--- config.mk ---
export PLATFORM = sky130hd
export DESIGN_NAME = ccad_decode
export DESIGN_NICKNAME = d
export VERILOG_FILES = /design/src/rtl/ccad_dummy_never.sv /design/src/rtl/ccad_pkg.sv /design/src/rtl/ccad_decode.sv /design/src/rtl/ccad_mem.sv /design/src/rtl/ccad_timer.sv
export SDC_FILE = /design/constraint.sdc
export NUM_CORES = 1
export LEC_CHECK = 0
export ABC_CLOCK_PERIOD_IN_PS = 2200
export BUFFER_PORTS_ARGS = -buffer_cell sky130_fd_sc_hd__buf_2
export CELL_PAD_IN_SITES_DETAIL_PLACEMENT = 0
export CELL_PAD_IN_SITES_GLOBAL_PLACEMENT = 1
export CORE_ASPECT_RATIO = 0.8
export CORE_MARGIN = 5
export CORE_UTILIZATION = 30
export CTS_CLUSTER_DIAMETER = 40
export DETAILED_ROUTE_END_ITERATION = 10
export PLACE_DENSITY = 0.58
export SETUP_SLACK_MARGIN = 0.05
export SLEW_MARGIN = 20
export SYNTH_ARGS = -nofsm -noshare
export SYNTH_HDL_FRONTEND = slang
export SYNTH_SLANG_ARGS = --single-unit
--- constraint.sdc ---
create_clock -name i_mclk -period 2.2 [get_ports i_mclk]
set_input_delay 0.22 -clock i_mclk [delete_from_list [all_inputs] [get_ports i_mclk]]
set_output_delay 0.22 -clock i_mclk [all_outputs]
set_load 0.02 [all_outputs]
--- src/rtl/ccad_dummy_never.sv ---
// spare design unit: no logic lives here

--- src/rtl/ccad_pkg.sv ---
// package: constants and carriers for the combo chip address decoder
package ccad_pkg;

   // ==========================================================
   // address fields
   localparam int CCAD_RAM_AW   = 6;
   localparam int CCAD_A_IO     = 9;
   localparam int CCAD_A_IRQEN  = 3;
   localparam int CCAD_A_TIMER  = 2;
   localparam int CCAD_PB_CS2   = 5;
   localparam int CCAD_PB_CS1   = 6;
   localparam int CCAD_PB_IRQ   = 7;
   localparam int CCAD_FLAG_BIT = 7;

   // ==========================================================
   // port register select on a1..a0
   localparam logic [1:0] CCAD_PA_DATA = 2'h0;
   localparam logic [1:0] CCAD_PA_DIR  = 2'h1;
   localparam logic [1:0] CCAD_PB_DATA = 2'h2;
   localparam logic [1:0] CCAD_PB_DIR  = 2'h3;

   // ==========================================================
   // timer prescale select and reload values (divide minus one)
   localparam logic [1:0] CCAD_DIV_1    = 2'h0;
   localparam logic [1:0] CCAD_DIV_8    = 2'h1;
   localparam logic [1:0] CCAD_DIV_64   = 2'h2;
   localparam logic [1:0] CCAD_DIV_1024 = 2'h3;
   localparam logic [9:0] CCAD_PRE_1    = 10'h000;
   localparam logic [9:0] CCAD_PRE_8    = 10'h007;
   localparam logic [9:0] CCAD_PRE_64   = 10'h03f;
   localparam logic [9:0] CCAD_PRE_1024 = 10'h3ff;

   // ==========================================================
   // values after reset and fixed patterns
   localparam logic [7:0] CCAD_PORT_RST  = 8'h00;
   localparam logic [7:0] CCAD_COUNT_RST = 8'h00;
   localparam logic [7:0] CCAD_WRAP      = 8'hff;
   localparam logic [7:0] CCAD_DATA_RST  = 8'h00;
   localparam int         CCAD_RD_LAT    = 2;

   // ==========================================================
   // types
   typedef enum logic [4:0] {
      CCAD_T_NONE  = 5'b00001,
      CCAD_T_ROM   = 5'b00010,
      CCAD_T_RAM   = 5'b00100,
      CCAD_T_PORT  = 5'b01000,
      CCAD_T_TIMER = 5'b10000
   } ccad_target_t;

   typedef struct packed {
      logic       valid;
      logic       read;
      logic       rom_region_select;
      logic [9:0] addr;
      logic [7:0] wdata;
   } ccad_bus_t;

   typedef struct packed {
      logic [7:0] level;
      logic [7:0] oe;
   } ccad_pins_t;

   function automatic logic [9:0] ccad_prescale(input logic [1:0] sel);
      unique case (sel)
         CCAD_DIV_1:    ccad_prescale = CCAD_PRE_1;
         CCAD_DIV_8:    ccad_prescale = CCAD_PRE_8;
         CCAD_DIV_64:   ccad_prescale = CCAD_PRE_64;
         CCAD_DIV_1024: ccad_prescale = CCAD_PRE_1024;
      endcase
   endfunction

endpackage

--- src/rtl/ccad_decode.sv ---
// memory, port and timer combo chip: address decode, registers, data bus
`timescale 1ns/1ns
`default_nettype none

// Summary of operation
// - Ten address lines pick words inside the chip while the rom select and up to two chip selects qualify the target.
// - The rom select line separates rom accesses from ram and port-timer accesses.
// - Each of the two chip-select pins is a mask option, either a select input or port b bit five or six.
// - With rom select low, a9 low selects ram and a9 high the port-timer section, a8..a6 naming the chip.
// - In the port-timer section a2 low selects the port registers and a2 high the timer.
// - For the ports a1..a0 pick port a data, port a direction, port b data or port b direction.
// - A timer write loads the count and takes its prescaler of 1, 8, 64 or 1024 from a1..a0.
// - Every timer access takes a3 as the enable of the interrupt onto the port b bit seven pin.
// - A timer read returns the count when a0 is low and the interrupt flag when a0 is high.
// - The data bus is driven only for a read that selects this chip.
// - A direction bit of one drives the pin from the data register, a zero leaves it an input held high.
// - A port data read returns pin levels, stored bits for outputs, and only writes change stored data.
// - Any timer access clears the flag except one in the cycle that raises it.
module ccad_decode
   import ccad_pkg::*;
#(
   parameter bit         CS1_IS_SELECT = 1'b0,
   parameter bit         CS2_IS_SELECT = 1'b0,
   parameter logic [2:0] ROM_KEY       = 3'h1,
   parameter bit         USE_CHIP_ID   = 1'b0,
   parameter logic [2:0] CHIP_ID       = 3'h0,
   parameter logic [7:0] ROM_SEED      = 8'h5a
) (
   input  wire logic      i_mclk,
   input  wire logic      i_resetn,
   input  wire ccad_bus_t i_bus,
   input  wire logic [7:0] i_port_a_pins,
   input  wire logic [7:0] i_port_b_pins,
   output logic [7:0]     o_data,
   output logic           o_data_oe,
   output ccad_pins_t     o_port_a,
   output ccad_pins_t     o_port_b
);

   // ==========================================================
   // decode helpers
   function automatic ccad_target_t decode(input ccad_bus_t b, input logic [7:0] pb);
      logic [2:0] key;
      logic [2:0] msk;
      key = {pb[CCAD_PB_CS2], pb[CCAD_PB_CS1], b.rom_region_select};
      msk = {CS2_IS_SELECT, CS1_IS_SELECT, 1'b1};
      if (!b.valid) begin
         decode = CCAD_T_NONE;
      end else if (((key ^ ROM_KEY) & msk) == 3'h0) begin
         decode = CCAD_T_ROM;
      end else if ((key & msk) != 3'h0) begin
         decode = CCAD_T_NONE;
      end else if (USE_CHIP_ID && (b.addr[8:6] != CHIP_ID)) begin
         decode = CCAD_T_NONE;
      end else if (!b.addr[CCAD_A_IO]) begin
         decode = CCAD_T_RAM;
      end else if (!b.addr[CCAD_A_TIMER]) begin
         decode = CCAD_T_PORT;
      end else begin
         decode = CCAD_T_TIMER;
      end
   endfunction

   // stand-in for the mask pattern of the 1k rom
   function automatic logic [7:0] rom_word(input logic [9:0] a);
      rom_word = a[7:0] ^ {6'h00, a[9:8]} ^ ROM_SEED;
   endfunction

   // outputs read their stored bit, inputs read the pin
   function automatic logic [7:0] pin_view(input logic [7:0] d, input logic [7:0] dir, input logic [7:0] p);
      pin_view = (d & dir) | (p & ~dir);
   endfunction

   // ==========================================================
   // access classification
   ccad_target_t tgt;
   logic         rd_sel;
   logic         port_wr;
   logic [1:0]   rsel;
   logic [7:0]   port_reg [4];
   logic [7:0]   ram_rdata;
   logic [7:0]   t_count;
   logic         t_flag;
   logic         t_irq_en;
   logic [7:0]   rd_word;
   logic [7:0]   s1_word_reg;
   logic         s1_rd_reg;
   logic         s1_ram_reg;
   logic         irq_active;

   assign tgt     = decode(i_bus, i_port_b_pins);
   assign rsel    = i_bus.addr[1:0];
   // rom writes count as no read and hit no register
   assign rd_sel  = i_bus.read && (tgt != CCAD_T_NONE);
   assign port_wr = !i_bus.read && (tgt == CCAD_T_PORT);

   // ==========================================================
   // port data and direction registers
   for (genvar g = 0; g < 4; g++) begin : g_port
      always_ff @(posedge i_mclk or negedge i_resetn) begin
         if (!i_resetn) begin
            port_reg[g] <= CCAD_PORT_RST;
         end else if (port_wr && (rsel == 2'(g))) begin
            port_reg[g] <= i_bus.wdata;
         end
      end
   end

   // ==========================================================
   // ram and timer
   ccad_mem #(
      .AW (CCAD_RAM_AW)
   ) u_ram (
      .i_mclk  (i_mclk),
      .i_we    (!i_bus.read && (tgt == CCAD_T_RAM)),
      .i_addr  (i_bus.addr[CCAD_RAM_AW-1:0]),
      .i_wdata (i_bus.wdata),
      .o_rdata (ram_rdata)
   );

   ccad_timer u_timer (
      .i_mclk    (i_mclk),
      .i_resetn  (i_resetn),
      .i_access  (tgt == CCAD_T_TIMER),
      .i_write   (!i_bus.read && (tgt == CCAD_T_TIMER)),
      .i_div_sel (rsel),
      .i_irq_en  (i_bus.addr[CCAD_A_IRQEN]),
      .i_wdata   (i_bus.wdata),
      .o_count   (t_count),
      .o_flag    (t_flag),
      .o_irq_en  (t_irq_en)
   );

   // ==========================================================
   // read data, sampled at the access edge
   always_comb begin
      rd_word = CCAD_DATA_RST;
      unique case (tgt)
         CCAD_T_NONE,
         CCAD_T_RAM: begin
            rd_word = CCAD_DATA_RST;
         end
         CCAD_T_ROM: begin
            rd_word = rom_word(i_bus.addr);
         end
         CCAD_T_PORT: begin
            unique case (rsel)
               CCAD_PA_DATA: rd_word = pin_view(port_reg[0], port_reg[1], i_port_a_pins);
               CCAD_PB_DATA: rd_word = pin_view(port_reg[2], port_reg[3], i_port_b_pins);
               CCAD_PA_DIR,
               CCAD_PB_DIR:  rd_word = port_reg[rsel];
            endcase
         end
         CCAD_T_TIMER: begin
            // a1 is ignored on reads
            rd_word = i_bus.addr[0] ? {t_flag, 7'h00} : t_count;
         end
      endcase
   end

   always_ff @(posedge i_mclk or negedge i_resetn) begin
      if (!i_resetn) begin
         s1_word_reg <= CCAD_DATA_RST;
         s1_rd_reg   <= 1'b0;
         s1_ram_reg  <= 1'b0;
      end else begin
         s1_word_reg <= rd_word;
         s1_rd_reg   <= rd_sel;
         s1_ram_reg  <= (tgt == CCAD_T_RAM);
      end
   end

   // second stage so the bus pins come straight from flops
   always_ff @(posedge i_mclk or negedge i_resetn) begin
      if (!i_resetn) begin
         o_data    <= CCAD_DATA_RST;
         o_data_oe <= 1'b0;
      end else begin
         o_data    <= s1_ram_reg ? ram_rdata : s1_word_reg;
         o_data_oe <= s1_rd_reg;
      end
   end

   // ==========================================================
   // peripheral pins; inputs idle high through the pull-up level
   assign irq_active = t_flag && t_irq_en;

   always_ff @(posedge i_mclk or negedge i_resetn) begin
      if (!i_resetn) begin
         o_port_a <= '{level: 8'hff, oe: 8'h00};
      end else begin
         o_port_a.level <= port_reg[0] | ~port_reg[1];
         o_port_a.oe    <= port_reg[1];
      end
   end

   always_ff @(posedge i_mclk or negedge i_resetn) begin
      if (!i_resetn) begin
         o_port_b <= '{level: 8'hff, oe: 8'h00};
      end else begin
         o_port_b.level <= port_reg[2] | ~port_reg[3];
         o_port_b.oe    <= port_reg[3];
         // select pins are never driven
         if (CS2_IS_SELECT) begin
            o_port_b.oe[CCAD_PB_CS2] <= 1'b0;
         end
         if (CS1_IS_SELECT) begin
            o_port_b.oe[CCAD_PB_CS1] <= 1'b0;
         end
         // active-low interrupt overrides the port bit
         if (irq_active) begin
            o_port_b.level[CCAD_PB_IRQ] <= 1'b0;
            o_port_b.oe[CCAD_PB_IRQ]    <= 1'b1;
         end
      end
   end
endmodule // ccad_decode
`default_nettype wire

--- src/rtl/ccad_mem.sv ---
// small synchronous memory with registered read data
`timescale 1ns/1ns
`default_nettype none
module ccad_mem #(
   parameter int AW = 6
) (
   input  wire logic          i_mclk,
   input  wire logic          i_we,
   input  wire logic [AW-1:0] i_addr,
   input  wire logic [7:0]    i_wdata,
   output logic [7:0]         o_rdata
);
   logic [7:0] mem_reg [2**AW];

   always_ff @(posedge i_mclk) begin
      if (i_we) begin
         mem_reg[i_addr] <= i_wdata;
      end
   end

   // old contents on a write cycle; reads never see their own write
   always_ff @(posedge i_mclk) begin
      o_rdata <= mem_reg[i_addr];
   end
endmodule // ccad_mem
`default_nettype wire

--- src/rtl/ccad_timer.sv ---
// interval timer: prescaler, 8-bit down counter and interrupt flag
`timescale 1ns/1ns
`default_nettype none
module ccad_timer
   import ccad_pkg::*;
(
   input  wire logic       i_mclk,
   input  wire logic       i_resetn,
   input  wire logic       i_access,
   input  wire logic       i_write,
   input  wire logic [1:0] i_div_sel,
   input  wire logic       i_irq_en,
   input  wire logic [7:0] i_wdata,
   output logic [7:0]      o_count,
   output logic            o_flag,
   output logic            o_irq_en
);
   logic [9:0] pre_reg;
   logic [1:0] sel_reg;
   logic       fast_reg;
   logic       tick;
   logic       raise;

   assign tick  = (pre_reg == CCAD_PRE_1);
   assign raise = tick && !fast_reg && (o_count == 8'h00);

   // ==========================================================
   // prescaler
   always_ff @(posedge i_mclk or negedge i_resetn) begin
      if (!i_resetn) begin
         sel_reg <= CCAD_DIV_1;
         pre_reg <= CCAD_PRE_1;
      end else if (i_write) begin
         sel_reg <= i_div_sel;
         pre_reg <= ccad_prescale(i_div_sel);
      end else if (tick) begin
         pre_reg <= ccad_prescale(sel_reg);
      end else begin
         pre_reg <= pre_reg - 10'h001;
      end
   end

   // ==========================================================
   // counter: after underflow it runs at the undivided rate
   always_ff @(posedge i_mclk or negedge i_resetn) begin
      if (!i_resetn) begin
         o_count  <= CCAD_COUNT_RST;
         fast_reg <= 1'b0;
      end else if (i_write) begin
         o_count  <= i_wdata;
         fast_reg <= 1'b0;
      end else begin
         if (fast_reg || tick) begin
            o_count <= o_count - 8'h01;
         end
         if (raise) begin
            fast_reg <= 1'b1;
         end
      end
   end

   // ==========================================================
   // flag: raise wins over a same-cycle access
   always_ff @(posedge i_mclk or negedge i_resetn) begin
      if (!i_resetn) begin
         o_flag <= 1'b0;
      end else if (raise) begin
         o_flag <= 1'b1;
      end else if (i_access) begin
         o_flag <= 1'b0;
      end
   end

   always_ff @(posedge i_mclk or negedge i_resetn) begin
      if (!i_resetn) begin
         o_irq_en <= 1'b0;
      end else if (i_access) begin
         o_irq_en <= i_irq_en;
      end
   end
endmodule // ccad_timer
`default_nettype wire

== Word level (Yosys, flattened, before mapping) ==
Memories as Yosys holds them, arrays and structs flattened. A register that Yosys moved wholly into a read port is not among the register bits.
Cells that the tools add are included.

* Register bits after elaboration: 106
* Bits in latches: 0
* RAM bits: 512
* Memory bits (read-only): 0
* Bits of input ports: 39
* Logic and storage cells: 99
* Memories: 1

* $add $sub $neg: 2
* Multipliers: 0
* Divide/modulo/power cells: 0
* $lt $le $gt $ge: 1
* Eq/ne operators: 12
* Shift operators: 0
* Multiplexer cells: 26
* Bitwise logic cells: 14
* Reduce and logical (&&, ||, !) cells: 24

{| class="wikitable"
|+ Memory list
! name !! depth !! bits a word !! rd ports !! clocked after memory_dff !! write ports !! line !! text
|-
| u_ram.mem_reg || 64 || 8 || 1 || 1 || 1 || ccad_mem.sv:13 || <nowiki>logic [7:0] mem_reg [2**AW];</nowiki>
|}

{| class="wikitable"
|+ Operators by type and width
! operator !! count
|-
| $pmux 10 s4 || 2
|-
| $mux 8 || 6
|-
| $and 8x8->8 || 4
|-
| $or 8x8->8 || 4
|-
| $pmux 8 s4 || 1
|-
| $mux 5 || 5
|-
| $pmux 8 s3 || 1
|-
| $mux 10 || 2
|-
| $bmux 8 s2 || 1
|-
| $not 8->8 || 2
|-
| $logic_and 1x1->1 || 11
|-
| $logic_not 10->1 || 1
|-
| $sub 10x1->10 const B || 1
|-
| $eq 2x2->1 const B || 4
|-
| $logic_not 8->1 || 1
|-
| $mux 1 || 8
|-
| $sub 8x1->8 const B || 1
|-
| $xor 8x2->8 || 1
|-
| $reduce_bool 2->1 || 3
|-
| $eq 5x1->1 const B || 1
|-
| $eq 5x2->1 const B || 1
|-
| $eq 5x3->1 const B || 1
|-
| $eq 5x4->1 const B || 1
|-
| $eq 5x5->1 const B || 1
|-
| other kinds (11) || 15
|}

== Depth between registers and ports, before layout ==
* Depth in word-level cells: 9
* Gate-level depth with buffers: 9

== Cells and area by module ==
A second synthesis with hierarchy kept.

* Cell total of the unflattened synthesis: 1545
* Area, all modules: 25142.9 um^2

{| class="wikitable"
|+ By module, submodules not included
! module !! times used !! cells each !! area each (um^2)
|-
| ccad_mem || 1 || 1171 || 20449.6
|-
| ccad_decode || 1 || 243 || 3430.8
|-
| ccad_timer || 1 || 131 || 1262.5
|}

== Worst setup path before layout ==
Ideal clock, no wire load.

* Kind: input -> register
* Start: in i_bus[8] in the netlist's numbering
* End: mem u_ram.mem_reg[12][0] (enable)
* Setup time: 0.370 ns
* Arrival: 1.892 ns
* Data required time: 1.830 ns
* Setup slack: -0.062 ns
* Stages: 8
* Cells stage by stage: buf_6 buf_4 buf_4 buf_4 buf_2 nor2_1 nand2_1 nor2_1

{| class="wikitable"
|+ RTL lines
! item !! line !! text
|-
| from (decl) || ccad_decode.sv:31 || <nowiki>input wire ccad_bus_t i_bus,</nowiki>
|-
| to (decl) || ccad_mem.sv:13 ||
|}

No word-level cell before the write port.

== Final worst setup path ==
* Start: reg u_timer.pre_reg[6]
* End: reg u_timer.o_count[6]

* Cells in the longest elaborated chain, start to end: 3

{| class="wikitable"
|+ Ends and longest elaborated chain
! item !! line !! text
|-
| from (decl) || ccad_timer.sv:18 || <nowiki>logic [9:0] pre_reg;</nowiki>
|-
| from (signal assigned) || ccad_timer.sv:35 || <nowiki>pre_reg <= ccad_prescale(i_div_sel);</nowiki>
|-
| from (signal assigned) || ccad_timer.sv:37 || <nowiki>pre_reg <= ccad_prescale(sel_reg);</nowiki>
|-
| from (signal assigned) || ccad_timer.sv:39 || <nowiki>pre_reg <= pre_reg - 10'h001;</nowiki>
|-
| $logic_not 10->1 || ccad_timer.sv:24 || <nowiki>assign tick = (pre_reg == CCAD_PRE_1);</nowiki>
|-
| $logic_or 1x1->1 || ccad_timer.sv:53 || <nowiki>if (fast_reg || tick) begin</nowiki>
|-
| $reduce_bool 2->1 (no line) || - ||
|-
| to (signal assigned) || ccad_timer.sv:50 || <nowiki>o_count <= i_wdata;</nowiki>
|-
| to (signal assigned) || ccad_timer.sv:54 || <nowiki>o_count <= o_count - 8'h01;</nowiki>
|-
| to (decl) || ccad_timer.sv:14 || <nowiki>output logic [7:0] o_count,</nowiki>
|}

Every way passes these cells.
A chain may end at the register's enable or synchronous reset.

==> summary.md <==
| Metric | Value |
|---|---|
| Largest net degree at the start of global routing | 70 |
| Fraction of power spent switching nets | 0.234 |
| Clock buffer depth | 3 |
| Period utilisation layout | 0.898 |
| Drt wl/cell | approximately 24 um |
| Worst clock skew | 0.0224 ns |
| Final setup margin | 0.225 ns |
| CTS sink count | 626 |
| Setup CP Type | register to register |
| Total power | just under 30 mW |
| Clk pwr share | 0.454 |
| Register area share after synthesis | 0.743 |
| Num CTS Buffers | 77 |
| Crit end category | register |
| Drt first-iter violations | about 1100 |
| Worst endpoint required time | around 2.7 ns |
| Fin area | ~31000 um^2 |
| Crit path launch | u_timer.pre_reg[6] |
| Critical path startpoint category | register |
| Die ar. | 87500 um^2 |
| Area contributors post-synth | edfxtp_1 63%, mux4_2 11%, dfrtp_1 9.2% |
| Slew @ Worst Pin | just under 0.8 ns |
| Starting Density | 0.303 |
| Routed vias | between 10000 and 15000 |
| Int Power | 22.3 mW |
| Seq pwr share | 0.466 |
| Number of synthesis warnings | 0 |
| Slew margin rel. | 0.478 |
| Routed Antenna Nets | 0 |
| Initial antenna violation count | 1 |
| Tmin final | between 1.5 and 2 ns |
| Delay-heaviest family, CP | simple AND/OR/NAND/NOR gates |
| Area leader, netlist | edfxtp_1 |
| Pwr/cell area | roughly 940 nW/um^2 |
| Largest register FFs | slightly above 500 |
| Setup Buffers After CTS | 0 |
| Routed wire length | about 65000 um |
| Netlist cell types | 61 |
| Seq cells post-synth | around 630 |
| Area delta synth->final | 26.3% |
| Top-Level Pins | 80 |
| HPWL after detailed placement | 43200 um |
| Multi-input logic area | just under 6000 um^2 |
| Leading cell type in the layout, fill and taps excluded | edfxtp_1 |
| Fin nets | approximately 1700 |
| R2r startpoint | u_timer.pre_reg[6] |
| Max-Cap Viols | 0 |
| Number of enable flip-flop cells after synthesis | slightly above 500 |
| Die span in x | 329 um |
| Worst Hold Class | input pin to register |
| Final setup fails | 0 |
| H-tree lvl count | 3 |
| Worst skew pair latency | around 0.62 ns |
| Crit path DAT | 2.48 ns |
| CP max stage delay | 0.49 ns |
| Clock Tree Root | clkbuf_16 |
| Placed cell areas | between 20000 and 30000 um^2 |
| Share of cells above drive strength 1 | 0.381 |
| CTS tree | yes |
| Largest fanout on the critical path | 8 |
| Net Count, Synth | 1336 |
| P_leak | about 11 nW |
| CTS clk-pin slew, worst paths | around 0.06 ns |
| Switch Pwr | a little under 7 mW |
| Via density | 4.81 |
| Setup Slack @ Placement | -0.180 ns |
| Port Buffer Count | 79 |
| Crit-path slowest cell | nor4_1 |
| First-pass GRT wire length | between 90000 and 100000 um |
| Mapped Cells | around 1300 |
| Placed Cells incl. Taps | 2615 |
| Reg2reg path depth | 5 |
| Critical path, cell by cell | nor4_1 > a31oi_2 > nor4b_2 > xnor2_1 > o21ai_0 |
| F_max | between 0.5 and 0.6 GHz |
| GRT Total Usage | 0.149 |
| Top FF cell, synth | edfxtp_1 |
| Most frequent cells in the layout | 512 x edfxtp_1, 178 x buf_4, 124 x mux4_2 |
| Status | finished, final reports clean |
| Buf/Inv on CP | 0 |
| Slew Limit Fails | 0 |
| Storage element area | ~18000 um^2 |
| Drt pass-1 iters | 5 |
| Avg Inst Size Synth | ~19 um^2 |
| Top cell type's share of synthesized area | 0.628 |
| Non-Filler Instances | approximately 2800 |
| Instance count on the critical path | 5 |
| Core ar. | 80800 um^2 |
| R2R Setup Slk | approximately 0.22 ns |
| Die H | approximately 270 um |
| N_diodes | 0 |
| FF-to-FF End | u_timer.o_count[6] |
| Worst vdd ir | ~0.00066 V |
| Grt ovf | 0 |
| Fillers | between 7000 and 8000 |
| Vias in the first global route | roughly 14000 |
| Cell area after synthesis | about 24000 um^2 |
| Drt drc | 0 |
| RSZ-0062 raised after global routing | no |
| CP endpoint | u_timer.o_count[6] |
| GP Congestion | between 0.8 and 0.9 |
| Synth async-reset ratio | 0.169 |
| Setup TNS | 0 ns |
| Hold Violations, Final | 0 |
| Rows | slightly above 90 |
| Logic pwr share | 0.079 |
[stage by stage]
stage | utilization | hold WS [ns]
final | 0.383 | 0.0497
after CTS | 0.383 | 0.00323
after detailed placement | 0.348 | 0.184
after global routing | 0.383 | 0.0576
after floorplan | - | -0.0756
after global placement | 0.348 | 0.179
[worst min-delay path, cell delays in order]
cell	delay (ns)
buf_2	0.22
nand2_1	0.10
o2bb2ai_1	0.07
[area by class of cell]
type / instances / area share
inverter: 11 / 0.00133
clock inverter: 55 / 0.0218
clock buffer: 87 / 0.0656
sequential: 626 / 0.589
multi-input combinational: 590 / 0.193
tap: 1092 / 0.0442
timing repair buffer: 307 / 0.0858
[cell usage after synthesis (10+ instances only)]
cell type	count
edfxtp_1	512
mux4_2	124
nor2_1	98
dfrtp_1	90
mux2_2	46
a21oi_1	38
mux2i_1	38
nand2_1	36
clkbuf_1	29
o21ai_0	23
nand2b_1	21
o22ai_1	19
a22oi_1	18
buf_2	16
dfstp_2	16
buf_4	12
nor2b_1	11
xnor2_1	11
inv_1	10
or3_1	10
[logic make-up after synthesis]
group	synth area share
flops	0.743
simple gates	0.0459
mux	0.152
compound gates	0.0367
buf+inv	0.0158
xor+xnor	0.00501
fa+ha+maj	0.00153
[power by group through the flow]
| stage | sequential, mW | clock (mW) | combinational, mW |
|---|---|---|---|
| floorplan | 13.8 | 0 | 1.15 |
| global route | 13.6 | 14.1 | 2.49 |
| CTS | 13.6 | 13.5 | 2.32 |
| detailed placement | 13.8 | 0 | 2.29 |
| global placement | 13.8 | 0 | 2.26 |
| finish | 13.6 | 13.2 | 2.31 |
[worst min path at each step]
stage	startpoint	endpoint	slack [ns]	depth (start not counted)
after floorplan	i_resetn	o_data[0]	-0.08	0
after global placement	i_resetn	o_data_oe	0.18	1
after detailed placement	i_resetn	o_data[5]	0.18	1
after CTS	i_bus[12]	u_ram.o_rdata[5]	0.003	3
after global routing	i_bus[12]	u_ram.o_rdata[5]	0.06	3
final	i_bus[12]	u_ram.o_rdata[5]	0.05	3
[repair_timing]
action | 4_1_cts | 5_1_grt
endpoints found under the hold margin | 98 | 0
hold buffers | 11 | 0
resized for setup | 0 | 4
endpoints found under the setup margin | 0 | 3
[metal layers]
metal	wire length, um	vias to the layer above	GRT usage
li1	-	5836	-
met1	31600	7023	0.226
met2	28700	371	0.216
met3	3710	93	0.0341
met4	1330	0	0.0364
met5	0	-	0
No activity file was read; power rests on OpenSTA's default activity.
